File: src/efc_pkg.sv
// Purpose: Constants for the event flag combiner
// Assumes: AXI4-Lite register port, 32-bit data, word aligned
// Notes:   Offsets are byte addresses within the block
package efc_pkg;
	localparam int unsigned NUM_GROUPS   = 4;
	localparam int unsigned WORD_BITS    = 32;
	localparam int unsigned NUM_EVENTS   = 128;
	localparam int unsigned ADDR_BITS    = 8;
	// Register byte offsets; each group register is at base + 4 * group
	localparam logic [7:0] OFS_LATCH     = 8'h00;
	localparam logic [7:0] OFS_CLEAR     = 8'h10;
	localparam logic [7:0] OFS_SET       = 8'h20;
	localparam logic [7:0] OFS_MASK      = 8'h30;
	localparam logic [7:0] OFS_IRQ_STAT  = 8'h40;
	localparam logic [7:0] OFS_IRQ_MASK  = 8'h44;
	// Reset values
	localparam logic [31:0] MASK_RESET   = 32'h00000000;
	localparam logic [31:0] LATCH_RESET  = 32'h00000000;
	localparam logic [3:0]  IRQ_RESET    = 4'h0;
	// Positions 0..3 of group 0 have no event and are always masked
	localparam logic [31:0] GROUP0_HOLE  = 32'h0000000F;
	// AXI response codes
	localparam logic [1:0] RESP_OKAY     = 2'h0;
	localparam logic [1:0] RESP_SLVERR   = 2'h2;
endpackage

File: src/efc_group.sv
// Purpose: One 32-bit group of event flags with combine logic
// Assumes: Events are synchronised, clear and set are one-cycle strobes
// Notes:   Event arrival beats a simultaneous clear
`timescale 1ns/10ps
module efc_group #(
	parameter logic [31:0] HOLE = 32'h00000000
) (
	input  wire logic        mclk,
	input  wire logic        rst_n,
	input  wire logic [31:0] event_in,
	input  wire logic [31:0] clear_bit,
	input  wire logic [31:0] force_bit,
	input  wire logic [31:0] exclude_bit,
	output logic      [31:0] event_latch_regs,
	output logic             combined
);
	logic [31:0] next_latch;
	logic [31:0] hits;

	// Flag next state: hold, clear on one, set by event or force
	always_comb
	begin
		hits       = (event_in | force_bit) & ~HOLE;
		next_latch = ((event_latch_regs & ~clear_bit) | hits);
	end

	always_ff @(posedge mclk or negedge rst_n)
	begin
		if (!rst_n)
		begin
			event_latch_regs <= efc_pkg::LATCH_RESET;
			combined         <= 1'b0;
		end
		else
		begin
			event_latch_regs <= next_latch;
			// OR of unmasked flags, holes always masked
			combined <= |(next_latch & ~exclude_bit & ~HOLE);
		end
	end

	a_event_wins_clear: assert property (@(posedge mclk) disable iff (!rst_n)
		(event_in[6] && clear_bit[6]) |=> event_latch_regs[6])
		else $error("event lost against clear");
	a_flag_holds: assert property (@(posedge mclk) disable iff (!rst_n)
		(event_latch_regs[5] && !clear_bit[5]) |=> event_latch_regs[5])
		else $error("flag dropped without clear");
	a_clear_drops: assert property (@(posedge mclk) disable iff (!rst_n)
		(clear_bit[5] && !event_in[5] && !force_bit[5]) |=> !event_latch_regs[5])
		else $error("clear did not clear flag");
	a_force_sets: assert property (@(posedge mclk) disable iff (!rst_n)
		(force_bit[7] && !HOLE[7]) |=> event_latch_regs[7])
		else $error("force did not set flag");
	a_hole_zero: assert property (@(posedge mclk) disable iff (!rst_n)
		(event_latch_regs & HOLE) == 32'h00000000)
		else $error("reserved flag set");
	a_combine_level: assert property (@(posedge mclk) disable iff (!rst_n)
		combined == |(event_latch_regs & ~$past(exclude_bit) & ~HOLE))
		else $error("combined event wrong");
endmodule

File: src/efc_sync.sv
// Purpose: Two-stage synchroniser for a vector of levels
// Assumes: Inputs come from outside the mclk domain
// Notes:   First stage is read only by the second stage
`timescale 1ns/10ps
module efc_sync #(
	parameter int unsigned WIDTH = 128
) (
	input  wire logic             mclk,
	input  wire logic             rst_n,
	input  wire logic [WIDTH-1:0] async_in,
	output logic      [WIDTH-1:0] sync_out
);
	logic [WIDTH-1:0] stage1;

	// Two flops in series
	always_ff @(posedge mclk or negedge rst_n)
	begin
		if (!rst_n)
		begin
			stage1   <= '0;
			sync_out <= '0;
		end
		else
		begin
			stage1   <= async_in;
			sync_out <= stage1;
		end
	end
endmodule

File: src/efc_top.sv
// Purpose: Event flag combiner with AXI4-Lite register port
// Assumes: 124 raw events arrive asynchronously as levels or pulses
// Notes:   Combined events feed an external interrupt selector
//
// Added by the designer: the register offsets and register access over AXI4-Lite.
`timescale 1ns/10ps
// Operation
// - Each flag latches to one on its event and holds until cleared by software.
// - Flag registers are read-only and writes to them change nothing.
// - Four write-only 32-bit clear registers map bit for bit onto the flags.
// - Writing a one to a clear bit resets the matching flag.
// - Four write-only 32-bit set registers map bit for bit onto the flags.
// - Writing a one to a set bit sets the matching flag like an event.
// - An event in the same cycle as a clear leaves the flag set.
// - Each combined event is the OR of the unmasked flags of its group.
// - Groups cover events 4-31, 32-63, 64-95 and 96-127.
// - Combined events appear as numbers 0 to 3 beside the 124 raw events.
// - One read/write 32-bit mask per group resets to zero.
// - Positions 0 to 3 of the first group are always masked.
// - Flags 0 to 3 of the first group have no input and read zero.
// - Each raw event maps to the flag bit indexed by its event number.
module efc_top (
	input  wire logic         mclk,
	input  wire logic         resetn,
	input  wire logic [127:0] sys_event,
	output logic      [127:0] selector_events,
	output logic              irq,
	input  wire logic [7:0]   s_axi_awaddr,
	input  wire logic         s_axi_awvalid,
	output logic              s_axi_awready,
	input  wire logic [31:0]  s_axi_wdata,
	input  wire logic [3:0]   s_axi_wstrb,
	input  wire logic         s_axi_wvalid,
	output logic              s_axi_wready,
	output logic [1:0]        s_axi_bresp,
	output logic              s_axi_bvalid,
	input  wire logic         s_axi_bready,
	input  wire logic [7:0]   s_axi_araddr,
	input  wire logic         s_axi_arvalid,
	output logic              s_axi_arready,
	output logic [31:0]       s_axi_rdata,
	output logic [1:0]        s_axi_rresp,
	output logic              s_axi_rvalid,
	input  wire logic         s_axi_rready
);
	logic         rst_meta;
	logic         rst_n;
	logic [127:0] event_sync;
	logic [31:0]  latch   [4];
	logic [31:0]  mask    [4];
	logic [31:0]  clr_stb [4];
	logic [31:0]  set_stb [4];
	logic [3:0]   combined;
	logic [3:0]   irq_stat;
	logic [3:0]   irq_mask;
	logic [3:0]   prev_comb;
	logic         aw_held;
	logic         w_held;
	logic [7:0]   aw_addr;
	logic [31:0]  w_data;
	logic [3:0]   w_strb;
	logic         do_write;
	logic [31:0]  wmask;
	logic [1:0]   wgrp;
	logic [7:0]   wbase;

	logic         next_aw_held;
	logic         next_w_held;
	logic [7:0]   next_aw_addr;
	logic [31:0]  next_w_data;
	logic [3:0]   next_w_strb;
	logic         next_bvalid;
	logic [1:0]   next_bresp;
	logic         next_rvalid;
	logic [31:0]  next_rdata;
	logic [1:0]   next_rresp;
	logic [31:0]  next_mask [4];
	logic [3:0]   next_irq_stat;
	logic [3:0]   next_irq_mask;
	logic [3:0]   rise;

	// Reset release through two flops
	always_ff @(posedge mclk or negedge resetn)
	begin
		if (!resetn)
		begin
			rst_meta <= 1'b0;
			rst_n    <= 1'b0;
		end
		else
		begin
			rst_meta <= 1'b1;
			rst_n    <= rst_meta;
		end
	end

	// Raw events cross into mclk
	efc_sync #(.WIDTH(128)) u_sync (
		.mclk     (mclk),
		.rst_n    (rst_n),
		.async_in (sys_event),
		.sync_out (event_sync)
	);

	// One flag group per 32 events, index equals event number
	for (genvar g = 0; g < 4; g++)
	begin : g_grp
		efc_group #(.HOLE(g == 0 ? efc_pkg::GROUP0_HOLE : 32'h00000000)) u_grp (
			.mclk             (mclk),
			.rst_n            (rst_n),
			.event_in         (event_sync[g*32 +: 32]),
			.clear_bit        (clr_stb[g]),
			.force_bit        (set_stb[g]),
			.exclude_bit      (mask[g]),
			.event_latch_regs (latch[g]),
			.combined         (combined[g])
		);
	end

	// Write decode: byte-lane mask, group index and register base
	always_comb
	begin
		do_write = aw_held && w_held && !s_axi_bvalid;
		wgrp     = aw_addr[3:2];
		wbase    = {aw_addr[7:4], 4'h0};
		for (int b = 0; b < 4; b++)
		begin
			wmask[b*8 +: 8] = {8{w_strb[b]}};
		end
	end

	// Clear and set strobes, one cycle per write
	always_comb
	begin
		for (int g = 0; g < 4; g++)
		begin
			clr_stb[g] = '0;
			set_stb[g] = '0;
			if (do_write && wgrp == 2'(g))
			begin
				if (wbase == efc_pkg::OFS_CLEAR)
					clr_stb[g] = w_data & wmask;
				if (wbase == efc_pkg::OFS_SET)
					set_stb[g] = w_data & wmask;
			end
		end
	end

	// AXI channel capture, register writes and reads
	always_comb
	begin
		next_aw_held  = aw_held;
		next_w_held   = w_held;
		next_aw_addr  = aw_addr;
		next_w_data   = w_data;
		next_w_strb   = w_strb;
		next_bvalid   = s_axi_bvalid && !s_axi_bready;
		next_bresp    = s_axi_bresp;
		next_rvalid   = s_axi_rvalid && !s_axi_rready;
		next_rdata    = s_axi_rdata;
		next_rresp    = s_axi_rresp;
		next_irq_mask = irq_mask;
		for (int g = 0; g < 4; g++)
			next_mask[g] = mask[g];
		rise          = combined & ~prev_comb;
		next_irq_stat = irq_stat;
		if (s_axi_awvalid && s_axi_awready)
		begin
			next_aw_held = 1'b1;
			next_aw_addr = s_axi_awaddr;
		end
		if (s_axi_wvalid && s_axi_wready)
		begin
			next_w_held = 1'b1;
			next_w_data = s_axi_wdata;
			next_w_strb = s_axi_wstrb;
		end
		if (do_write)
		begin
			next_aw_held = 1'b0;
			next_w_held  = 1'b0;
			next_bvalid  = 1'b1;
			next_bresp   = efc_pkg::RESP_OKAY;
			unique case (wbase)
				efc_pkg::OFS_LATCH: ;
				efc_pkg::OFS_CLEAR: ;
				efc_pkg::OFS_SET: ;
				efc_pkg::OFS_MASK:
					next_mask[wgrp] = (w_data & wmask) | (mask[wgrp] & ~wmask);
				efc_pkg::OFS_IRQ_STAT:
				begin
					if (wgrp == 2'h0)
						next_irq_stat = irq_stat & ~(w_data[3:0] & wmask[3:0]);
					else if (wgrp == 2'h1)
						next_irq_mask = (w_data[3:0] & wmask[3:0]) | (irq_mask & ~wmask[3:0]);
					else
						next_bresp = efc_pkg::RESP_SLVERR;
				end
				default:
					next_bresp = efc_pkg::RESP_SLVERR;
			endcase
		end
		// Sticky status on each combined event rise; set beats clear
		next_irq_stat = next_irq_stat | rise;
		if (s_axi_arvalid && s_axi_arready)
		begin
			next_rvalid = 1'b1;
			next_rresp  = efc_pkg::RESP_OKAY;
			next_rdata  = 32'h00000000;
			unique case ({s_axi_araddr[7:4], 4'h0})
				efc_pkg::OFS_LATCH:
					next_rdata = latch[s_axi_araddr[3:2]];
				efc_pkg::OFS_CLEAR: ;
				efc_pkg::OFS_SET: ;
				efc_pkg::OFS_MASK:
					next_rdata = mask[s_axi_araddr[3:2]];
				efc_pkg::OFS_IRQ_STAT:
				begin
					if (s_axi_araddr[3:2] == 2'h0)
						next_rdata = {28'h0000000, irq_stat};
					else if (s_axi_araddr[3:2] == 2'h1)
						next_rdata = {28'h0000000, irq_mask};
					else
						next_rresp = efc_pkg::RESP_SLVERR;
				end
				default:
					next_rresp = efc_pkg::RESP_SLVERR;
			endcase
		end
	end

	// Register all bus, mask and interrupt state
	always_ff @(posedge mclk or negedge rst_n)
	begin
		if (!rst_n)
		begin
			aw_held      <= 1'b0;
			w_held       <= 1'b0;
			aw_addr      <= 8'h00;
			w_data       <= 32'h00000000;
			w_strb       <= 4'h0;
			s_axi_bvalid <= 1'b0;
			s_axi_bresp  <= efc_pkg::RESP_OKAY;
			s_axi_rvalid <= 1'b0;
			s_axi_rdata  <= 32'h00000000;
			s_axi_rresp  <= efc_pkg::RESP_OKAY;
			irq_stat     <= efc_pkg::IRQ_RESET;
			irq_mask     <= efc_pkg::IRQ_RESET;
			prev_comb    <= 4'h0;
			for (int g = 0; g < 4; g++)
				mask[g] <= efc_pkg::MASK_RESET;
		end
		else
		begin
			aw_held      <= next_aw_held;
			w_held       <= next_w_held;
			aw_addr      <= next_aw_addr;
			w_data       <= next_w_data;
			w_strb       <= next_w_strb;
			s_axi_bvalid <= next_bvalid;
			s_axi_bresp  <= next_bresp;
			s_axi_rvalid <= next_rvalid;
			s_axi_rdata  <= next_rdata;
			s_axi_rresp  <= next_rresp;
			irq_stat     <= next_irq_stat;
			irq_mask     <= next_irq_mask;
			prev_comb    <= combined;
			for (int g = 0; g < 4; g++)
				mask[g] <= next_mask[g];
		end
	end

	// Ready outputs, interrupt and selector vector all from flops
	always_ff @(posedge mclk or negedge rst_n)
	begin
		if (!rst_n)
		begin
			s_axi_awready   <= 1'b0;
			s_axi_wready    <= 1'b0;
			s_axi_arready   <= 1'b0;
			irq             <= 1'b0;
			selector_events <= '0;
		end
		else
		begin
			s_axi_awready   <= !next_aw_held && !next_bvalid;
			s_axi_wready    <= !next_w_held && !next_bvalid;
			s_axi_arready   <= !next_rvalid && !(s_axi_arvalid && s_axi_arready);
			irq             <= |(next_irq_stat & irq_mask);
			selector_events <= {event_sync[127:4], combined};
		end
	end

	a_read_one_out: assert property (@(posedge mclk) disable iff (!rst_n)
		(s_axi_rvalid && !s_axi_rready) |=> (s_axi_rvalid && $stable(s_axi_rdata)))
		else $error("read data changed while pending");
	a_mask_reset_zero: assert property (@(posedge mclk) disable iff (!rst_n)
		$rose(rst_n) |-> ({mask[0], mask[1], mask[2], mask[3]} == 128'h0))
		else $error("mask not zero after reset");
	a_selector_map: assert property (@(posedge mclk) disable iff (!rst_n)
		selector_events[3:0] == $past(combined))
		else $error("combined events not on numbers 0 to 3");
endmodule

File: config.mk
export PLATFORM = sky130hd
export DESIGN_NAME = efc_top
export DESIGN_NICKNAME = d
export VERILOG_FILES = /design/src/efc_pkg.sv /design/src/efc_group.sv /design/src/efc_sync.sv /design/src/efc_top.sv
export SDC_FILE = /design/constraint.sdc
export NUM_CORES = 1
export LEC_CHECK = 0
export ABC_AREA = 0
export ABC_CLOCK_PERIOD_IN_PS = 47700
export BUFFER_PORTS_ARGS = -buffer_cell sky130_fd_sc_hd__buf_2
export CORE_ASPECT_RATIO = 1.4
export CORE_MARGIN = 5
export CORE_UTILIZATION = 30
export CTS_CLUSTER_DIAMETER = 50
export DETAILED_ROUTE_END_ITERATION = 10
export GPL_ROUTABILITY_DRIVEN = 0
export SLEW_MARGIN = 0
export SYNTH_ARGS = -nofsm -noshare
export SYNTH_HDL_FRONTEND = slang
export SYNTH_SLANG_ARGS = --single-unit
File: constraint.sdc
create_clock -name mclk -period 47.7 [get_ports mclk]
set_input_delay 2.385 -clock mclk [delete_from_list [all_inputs] [get_ports mclk]]
set_output_delay 2.385 -clock mclk [all_outputs]
set_load 0.01 [all_outputs]
### Word level (Yosys, flattened, before mapping)

Index checks and enable logic that the tools add are counted.
W data, S select, Z words.

* magnitude comparators: 3
* equal/unequal tests: 12
* multiplexer cells: 40
* bitwise gates (word level): 41
* reduce and logical (&&, ||, !) cells: 36

Operators by type and width (number)
* $mux W32: 17
* $and A32 B32 Y32: 10
* $not A32 Y32: 9
* $or A32 B32 Y32: 9
* $bmux W32 S2: 3
* $bwmux W128: 1
* $pmux W32 S3: 1
* $reduce_or A32 Y1: 3
* $demux W32 S2: 1
* $reduce_or A28 Y1: 1
* $and A4 B4 Y4: 5
* $mux W4: 5
* $eq A4 B2 Y1 const B: 4
* $logic_and A1 B1 Y1: 15
* $not A4 Y4: 3
* $reduce_or A4 Y1: 3
* $eq A4 B1 Y1 const B: 2
* $eq A4 B3 Y1 const B: 2
* $logic_not A1 Y1: 8
* $logic_not A8 Y1: 1
* $mux W2: 4
* $or A4 B4 Y4: 2
* $pmux W2 S2: 2
* $ge A3 B3 Y1 const B: 2
* other kinds (10): 19

* flip-flop bits (word level): 746
* input bits: 187
* output and inout port bits: 170
* logic and storage cells: 166

### Depth between registers and ports, before layout

Gate-level depths: netlist (run 1).

* word-level depth: 9
* mapped depth: 10
* gate-level depth less buffers: 6

### By module

From an unflattened synthesis (run 1), not the netlist that was laid out.

* cells, all modules: 2278
* area total of the unflattened synthesis: 28399.7 um^2

Modules (own cells, without submodules)
* efc_top: times used 1, cells an instance 1323, area an instance 15986.6 um^2
* efc_sync: times used 1, cells an instance 256, area an instance 6406.1 um^2
* efc_group (g_grp[1].u_grp ...): times used 3, cells an instance 178, area an instance 1517.7 um^2
* efc_group (g_grp[0].u_grp): times used 1, cells an instance 165, area an instance 1453.9 um^2

### Worst setup path after synthesis (run 1)

OpenSTA, ideal clock, no wires.

* kind: input to register
* start: in s_axi_araddr[2]
* end: reg s_axi_rdata[23]
* library setup time: 121 ps
* arrival time: 4281 ps
* slack: 43298 ps
* cell stages on the path: 6
* cells stage by stage: clkbuf_1 -> clkbuf_1 -> buf_2 -> mux4_2 -> a22o_1 -> a22o_1

* cells in the longest elaborated chain, start to end: 5
* elaborated cells between the ends (all ways): 8

Ends and longest elaborated chain
* start, declared: RTL line efc_top.sv:38 `input wire logic [7:0] s_axi_araddr,`
* $not A2 Y3 (implied by the code) *: RTL line efc_top.sv:212, efc_top.sv:216
* $bmux W32 S2 (on tied branches): RTL line efc_top.sv:216, efc_top.sv:212
* $mux W32 (on tied branches) (2 in series): RTL line efc_top.sv:216, efc_top.sv:212
* $pmux W32 S3 *: RTL line efc_top.sv:210 `unique case ({s_axi_araddr[7:4], 4'h0})`
* end signal, assigned: RTL line efc_top.sv:263 `s_axi_rdata <= next_rdata;`
* end, declared: RTL line efc_top.sv:41 `output logic [31:0] s_axi_rdata,`

Every way passes the cells marked *; elsewhere a longest branch is shown, timed or not. The select of a mux whose other input is x is not followed.
A chain may end at the register's enable or synchronous reset.

### Final worst setup path (run 1)

* start: reg aw_addr[3]
* end: reg g_grp[2].u_grp.combined

* cells in the longest elaborated chain, start to end: 8
* elaborated cells between the ends (all ways): 10

Ends and longest elaborated chain
* start, declared: RTL line efc_top.sv:59 `logic [7:0] aw_addr;`
* start signal, assigned: RTL line efc_top.sv:257 `aw_addr <= next_aw_addr;`
* $eq A2 B2 Y1 *: RTL line efc_top.sv:139 `if (do_write && wgrp == 2'(g))`
* $logic_and A1 B1 Y1 *: RTL line efc_top.sv:139
* $mux W32: RTL line efc_top.sv:139
* $not A32 Y32: RTL line efc_group.sv:24 `next_latch = ((event_latch_regs & ~clear_bit) | hits);`
* $and A32 B32 Y32: RTL line efc_group.sv:24
* $or A32 B32 Y32 *: RTL line efc_group.sv:24
* via g_grp[2].u_grp.next_latch[16]: RTL line efc_group.sv:17 `logic [31:0] next_latch;`
* $and A32 B32 Y32 *: RTL line efc_group.sv:38 `combined <= |(next_latch & ~exclude_bit & ~HOLE);`
* $reduce_or A32 Y1 *: RTL line efc_group.sv:38
* end signal, assigned: RTL line efc_group.sv:38
* end, declared: RTL line efc_group.sv:15 `output logic combined`

The timed path passes the listed nets; every way through them passes the cells marked *.

==> results of run 1 <==
logic make-up (layout without fill, tap and decap cells):
group	after synthesis	count (layout)	share of synthesized area, %
compound gates	486	486	12.92
buf+inv	273	641	3.856
flops	730	730	66.46
mux	142	142	9.733
other cells	2	7	0.02732
simple gates	384	384	7.001
state kept, by name, summed over array words and instances, names as in the netlist, 6 cells and up, named ones only:
| signal | count |
|---|---|
| aw_addr | 6 |
| s_axi_rdata | 32 |
| u_sync.sync_out | 124 |
| w_data | 32 |
| u_sync.stage1 | 124 |
| selector_events | 128 |
| mask | 128 |
| g_grp.u_grp.event_latch_regs | 128 |
final cells by class:
class                      instances  area (um2)  area share (%)
clock inverter                    48       571.8           1.717
clock buffer                     103        2273           6.826
multi-input combinational       1015        8274           24.85
antenna                            4       10.01         0.03006
timing repair buffer             376        1972           5.921
sequential                       730       18280           54.88
inverter                         114       427.9           1.285
tap                             1197        1498           4.497
metrics by stage:
step / cells / setup slack (ns) / util, %
2_1_floorplan: 2018 / 25.85 / -
3_3_place_gp: 3432 / 42.65 / 33.47
6_report: 3587 / 43.33 / 36.61
5_1_grt: 3585 / 43.21 / 36.60
4_1_cts: 3583 / 43.35 / 36.60
3_5_place_dp: 3432 / 42.61 / 33.47
per-layer routing:
| metal | vias up | global-route usage (%) | routed length [um] |
|---|---|---|---|
| met3 | 237 | 4.813 | 8116 |
| li1 | 8065 | - | - |
| met2 | 1042 | 31.46 | 46830 |
| met4 | 10 | 10.04 | 5707 |
| met1 | 9776 | 22.79 | 33980 |
| met5 | - | 0 | 69 |
power by group through the flow:
stage / clock [mW] / sequential (mW) / combinational, mW
2_1_floorplan: 0 / 0.749 / 0.215
3_3_place_gp: 0 / 0.771 / 0.308
3_5_place_dp: 0 / 0.777 / 0.315
4_1_cts: 0.674 / 0.766 / 0.317
5_1_grt: 0.699 / 0.776 / 0.344
6_report: 0.656 / 0.766 / 0.321
cells in the mapped netlist, drive strengths merged, types with 42 or more instances:
cell type	n
mux4	96
inv	109
a221o	92
nand4	93
a22o	102
nor2	68
dfrtp	730
nand2	137
clkbuf	128
o21ai	90
mux2	42
a21oi	129
worst max-delay path by stage:
stage,start,end,cells after the start
2_1_floorplan,rst_n$_DFF_PN0_,async pin,0
3_3_place_gp,s_axi_araddr[2],s_axi_rdata[17]$_DFFE_PN0P_,5
3_5_place_dp,s_axi_araddr[2],s_axi_rdata[17]$_DFFE_PN0P_,5
4_1_cts,s_axi_araddr[2],s_axi_rdata[17]$_DFFE_PN0P_,5
5_1_grt,s_axi_araddr[2],s_axi_rdata[17]$_DFFE_PN0P_,5
6_report,aw_addr[3]$_DFFE_PN0P_,g_grp[2].u_grp.combined$_DFF_PN0_,8
==> flow_summary.yaml, run 1 <==
synthesis:
  post_synthesis_register_bit_count: 730
  post_synth_inst_count: 2017
  mappedNetlistArea_um2: 27490
  ys_top_cells_by_area: "sky130_fd_sc_hd__dfrtp_1 66%, sky130_fd_sc_hd__mux4_2 7.9%, sky130_fd_sc_hd__a221o_1 3.4%, sky130_fd_sc_hd__a22o_1 3.3%, sky130_fd_sc_hd__a21oi_1 2.3%"
  synth-edff-count: 0
  synth_flop_cell: "sky130_fd_sc_hd__dfrtp_1"
  async_reset_ff_share_pct: 100.0
  synthDistinctLibCells: 49
  synth_area_per_cell_um2: 13.63
  synth_area_leader: "sky130_fd_sc_hd__dfrtp_1"
  yosysWarningCount: 0
  portion_of_the_post_synthesis_area_used_by_sequential_elements_pct: 66.46
  synth_largest_type_area_fraction_pct: 66.46
setup_path:
  cp_common_cell: "sky130_fd_sc_hd__buf_4"
  setup_crit_path_kind: "reg -> reg"
  critical_path.startpoint_type: "register"
  cp_cell_sequence: "inv_2, buf_4, nor3_2, buf_4, a221o_1, a22o_1, nor4_1, nand4_1"
  r2r_slack_ns: 43.33
  critical-path-top-delay-family: "buffers and inverters"
  cp.required_ns: 48.17
  cp_slowest_cell: "sky130_fd_sc_hd__dfrtp_4"
  critical_path.max_stage_delay_ns: 0.68
  crit_arrival_ns: 4.84
  setup.worst_path.end_class: "register"
  timing.rr.start: "aw_addr[3]$_DFFE_PN0P_"
  path_max_fanout: 38
  timing.critical_path.buf_inv: 3
  r2r_cells: 8
  timing.rr.end: "g_grp[2].u_grp.combined$_DFF_PN0_"
routing:
  post-route-drc-count: 0
  detail-route-antenna-nets: 0
  firstDrtPassIters: 6
  dr_total_vias: 19130
  vias_per_cell: 5.333
  route.final.wire_length_um: 94700
  wl_per_cell_um: 26.40
  drtIter0Drc: 2265
grt:
  grt_pass1_vias: 20009
  global_route_wire_length_before_repair_um: 138100
  antenna_violations_before_repair: 13
  global_route.usage.total_pct: 18.99
  gr-total-overflow: 0
  grt_max_degree: 186
timing:
  setup_repair_after_global_routing_missed_its_margin: "false"
  setup_viol_count_final: 0
  clock_period_minus_final_worst_setup_slack_ns: 4.366
  timing.fmax_ghz: 0.2290
  slew_viol_final: 0
  timing_worst_slew_pin_value_ns: 1.216
  final.setup.tns_ns: 0
  finalHoldWorstSlack_ns: 0.3161
  fin_worst_skew_ns: 0.03699
  relSlewSlack_pct: 18.93
  finalCritPeriodShare_pct: 9.153
  report.final.hold_viol_count: 0
pwr:
  power.density_cell_area_nw_per_um2: 52.33
  design_power_total_mw: 1.743
  vdd_ir_drop_max_uv: 36.39
  cellLeakagePower_nw: 13.60
  power.clock.fraction_pct: 37.6
  switching_power_mw: 0.5707
  p_sw_share_pct: 32.75
  seq_power_share_pct: 44.0
  share_comb_of_total_power_pct: 18.4
  power.internal_mw: 1.172
die:
  die-area_um2: 97860
  placeableCoreArea_um2: 90970
  ports_placed_on_the_boundary: 357
  initial_core_util_pct: 30.21
  fp-row-count: 131
  die_x_um: 265.8
  die_h_um: 368.1
cells_and_area:
  fillCellCount: 8743
  number_of_nets_in_the_layout: 2508
  postLayoutCellArea_um2: 33300
  commonest_non_fill_non_tap_cell_in_the_layout: "sky130_fd_sc_hd__dfrtp_1"
  final_cell_mix: "727 x sky130_fd_sc_hd__dfrtp_1, 345 x sky130_fd_sc_hd__buf_2, 136 x sky130_fd_sc_hd__nand2_1"
  drive_above_1_share_pct: 28.58
  area_growth_syn_to_layout_pct: 21.17
cts:
  clock_tree.root_cell: "sky130_fd_sc_hd__clkbuf_16"
  htree_levels: 3
  path_clk_slew_ns: 0.06
  ctsHoldBuffers: 0
  post-cts-setup-buffers: 0
  clkSinkCount: 730
  cts_tree: "done"
  cts_made_buffers: 84
  insertion_delay_ns: 0.69
  cts_buffer_depth: 3
  ctsResizeCount: 0
status:
  status: "complete, no violations"
flow_run:
  maxCapViolations: 0
placement:
  dp_hpwl_um: 63280
  port_buffer_count: 346
  post_dp_cell_area_um2: 30450
worst_hold_path:
  hold_path_class: "reg -> async"
No activity file was read; power rests on OpenSTA's default activity.
==> inputs of run 2 (changes only) <==
--- a/config.mk
+++ b/config.mk
@@ -5,8 +5,8 @@
 export SDC_FILE = /design/constraint.sdc
 export NUM_CORES = 1
 export LEC_CHECK = 0
-export ABC_AREA = 0
-export ABC_CLOCK_PERIOD_IN_PS = 47700
+export ABC_AREA = 1
+export ABC_CLOCK_PERIOD_IN_PS = 3800
 export BUFFER_PORTS_ARGS = -buffer_cell sky130_fd_sc_hd__buf_2
 export CORE_ASPECT_RATIO = 1.4
 export CORE_MARGIN = 5
==> constraint.sdc (replaced) <==
create_clock -name mclk -period 3.8 [get_ports mclk]
set_input_delay 0.19 -clock mclk [delete_from_list [all_inputs] [get_ports mclk]]
set_output_delay 0.19 -clock mclk [all_outputs]
set_load 0.01 [all_outputs]
==> flow_summary.yaml, run 2 <==
status:
  status: "complete, no violations"
routing:
  post-route-drc-count: 0
  firstDrtPassIters: 6
  dr_total_vias: 21751
  drtIter0Drc: 1821
  vias_per_cell: 4.744
  detail-route-antenna-nets: 0
  wl_per_cell_um: 20.40
  route.final.wire_length_um: 93540
setup_path:
  cp_slowest_cell: "sky130_fd_sc_hd__buf_4"
  cp_cell_sequence: "nand2_2, buf_4, nor2_2, a21oi_1, nand2_1, nand2_1, nand2_1, nor2_1, nand2_1, nor2_1, nand2_1"
  setup.worst_path.end_class: "register"
  cp_common_cell: "sky130_fd_sc_hd__nand2_1"
  critical_path.startpoint_type: "register"
  critical_path.max_stage_delay_ns: 0.52
  cp.required_ns: 4.34
  setup_crit_path_kind: "reg -> reg"
  crit_arrival_ns: 3.26
  path_max_fanout: 33
die:
  fp-row-count: 131
  ports_placed_on_the_boundary: 357
  initial_core_util_pct: 30.30
  die_x_um: 266.6
  placeableCoreArea_um2: 91300
  die_h_um: 369.3
  die-area_um2: 98450
flow_run:
  maxCapViolations: 0
pwr:
  switching_power_mw: 6.901
  seq_power_share_pct: 43.6
  power.density_cell_area_nw_per_um2: 605.8
  power.clock.fraction_pct: 38.2
  power.internal_mw: 14.52
  design_power_total_mw: 21.42
  vdd_ir_drop_max_uv: 495.7
  cellLeakagePower_nw: 15.98
  p_sw_share_pct: 32.21
  share_comb_of_total_power_pct: 18.2
cells_and_area:
  largest_registers: "g_grp.u_grp.event_latch_regs: 128 flops, mask: 128 flops, selector_events: 128 flops"
  postLayoutCellArea_um2: 35360
  area.sequential_um2: 18270
  drive_above_1_share_pct: 16.85
  final_cell_mix: "797 x sky130_fd_sc_hd__nand2_1, 729 x sky130_fd_sc_hd__dfrtp_1, 345 x sky130_fd_sc_hd__buf_2"
  fillCellCount: 8940
  area_growth_syn_to_layout_pct: 27.84
  commonest_non_fill_non_tap_cell_in_the_layout: "sky130_fd_sc_hd__nand2_1"
  number_of_nets_in_the_layout: 3508
  multi_input_comb_area_um2: 8127
synthesis:
  async_reset_ff_share_pct: 100.0
  synth_area_per_cell_um2: 9.878
  yosysWarningCount: 0
  portion_of_the_post_synthesis_area_used_by_sequential_elements_pct: 66.05
  synth_largest_type_area_fraction_pct: 66.05
  post_synth_inst_count: 2800
  synth-edff-count: 0
  synth_area_leader: "sky130_fd_sc_hd__dfrtp_1"
  post_synthesis_register_bit_count: 730
  synth_most_common_cell: "sky130_fd_sc_hd__nand2_1"
  synthDistinctLibCells: 32
  ys_top_cells_by_area: "sky130_fd_sc_hd__dfrtp_1 66%, sky130_fd_sc_hd__nand2_1 11%, sky130_fd_sc_hd__o21ai_0 5.5%, sky130_fd_sc_hd__nor2_1 3.1%, sky130_fd_sc_hd__inv_1 2.5%"
  synth_commonest_cells: "804 x sky130_fd_sc_hd__nand2_1, 730 x sky130_fd_sc_hd__dfrtp_1, 302 x sky130_fd_sc_hd__o21ai_0, 227 x sky130_fd_sc_hd__nor2_1, 181 x sky130_fd_sc_hd__inv_1"
  synth_flop_cell: "sky130_fd_sc_hd__dfrtp_1"
  mappedNetlistArea_um2: 27660
timing:
  finalCritPeriodShare_pct: 71.58
  clock_period_minus_final_worst_setup_slack_ns: 2.720
  timing_worst_slew_pin_value_ns: 1.017
  fin_worst_skew_ns: 0.03211
  report.final.hold_viol_count: 0
  setup_repair_after_global_routing_missed_its_margin: "false"
  setup_viol_count_final: 0
  timing.fmax_ghz: 0.3676
  final.setup.tns_ns: 0
  slew_viol_final: 0
  relSlewSlack_pct: 32.15
cts:
  path_clk_slew_ns: 0.07
  insertion_delay_ns: 0.67
  clkSinkCount: 730
  clock_tree.root_cell: "sky130_fd_sc_hd__clkbuf_16"
  cts_buffer_depth: 3
  ctsResizeCount: 0
  cts_tree: "done"
  cts_made_buffers: 81
  post-cts-setup-buffers: 0
  htree_levels: 3
  ctsHoldBuffers: 173
placement:
  post_dp_cell_area_um2: 30810
  dp_hpwl_um: 63030
  port_buffer_count: 346
grt:
  use_met3_pct: 3.891
  gr-total-overflow: 0
  global_route_wire_length_before_repair_um: 140200
  grt_max_degree: 116
  global_route.usage.total_pct: 18.74
  met2_track_demand_over_resource_pct: 29.79
  grt_pass1_vias: 22438
  grt_use_met1_pct: 24.62
  antenna_violations_before_repair: 5
  peak_usage_layer_in_the_global_routing_report: "met2"
worst_hold_path:
  hold_path_class: "in -> reg"
## run 2: cell count changes after synthesis, sizes merged, moves of 46 or more
cell    before  now
mux4        96    0
a22o       102   28
a22oi        2   63
a221o       92    0
nand2      137  809
clkbuf     128   82
nand4       93    2
nand3        6   55
o21ai       90  338
nor2        68  238
inv        109  187
## run 2: layout make-up
type | count | share of cell area, %
tap | 1197 | 4.236
multi-input combinational | 1750 | 22.98
clock buffer | 97 | 6.185
timing repair buffer | 565 | 11.10
clock inverter | 48 | 1.744
antenna | 5 | 0.03538
inverter | 193 | 2.049
sequential | 730 | 51.67
## run 2: routing by layer
metal	up-vias	share of wire [%]
met5	-	0.036
met1	10494	42
li1	10159	-
met2	884	46
met4	4	4.7
met3	210	6.9
## run 2: power by group through the flow
stage               combinational (mW)  clock (mW)  sequential, mW
finish                            3.91        8.18            9.33
global route                      4.32        8.71            9.45
CTS                               3.88        8.40            9.33
detailed placement                3.72           0            9.46
global placement                  3.67           0            9.44
floorplan                         2.17           0            9.34
## run 2: stage by stage
stage	hold WS [ns]	cells	utilization, %	setup WS, ns
6_report	0.07260	4585	38.73	1.080
3_5_place_dp	-0.02422	4262	33.75	1.130
5_1_grt	0.07640	4583	38.73	0.9772
3_3_place_gp	-0.02416	4262	33.75	1.128
2_1_floorplan	-0.1056	2801	-	-3.247
4_1_cts	0.02877	4580	38.72	1.108
## run 2: final timing paths
kind / endpoint / startpoint / slack (ns) / cells after the start
min in group asynchronous: rst_n$_DFF_PN0_ / resetn / 0.40 / 3
max in group asynchronous: s_axi_arready$_DFF_PN0_ / rst_n$_DFF_PN0_ / 2.26 / 1
hold / removal: aw_addr[4]$_DFFE_PN0P_ / s_axi_awvalid / 0.07 / 3
setup reg to reg: g_grp[3].u_grp.combined$_DFF_PN0_ / aw_addr[3]$_DFFE_PN0P_ / 1.08 / 11
setup / recovery: g_grp[3].u_grp.combined$_DFF_PN0_ / aw_addr[3]$_DFFE_PN0P_ / 1.08 / 11
hold reg to reg: u_sync.sync_out[50]$_DFF_PN0_ / u_sync.stage1[50]$_DFF_PN0_ / 0.34 / 0
## run 2: critical path, delay by kind of cell, from the launching register on
family	cells	cell delay, ns
buf+inv	1	0.52
compound gates	1	0.30
flops	1	0.46
simple gates	9	1.29
## run 2: kinds of logic after synthesis
| kind of cell | count (synthesis) | share of synthesized area (%) |
|---|---|---|
| and+or+nand+nor | 1106 | 15.49 |
| DFF | 730 | 66.05 |
| AOI/OAI and AO/OA | 607 | 12.46 |
| buffers and inverters | 321 | 4.741 |
| muxes | 34 | 1.239 |
| other | 2 | 0.02715 |
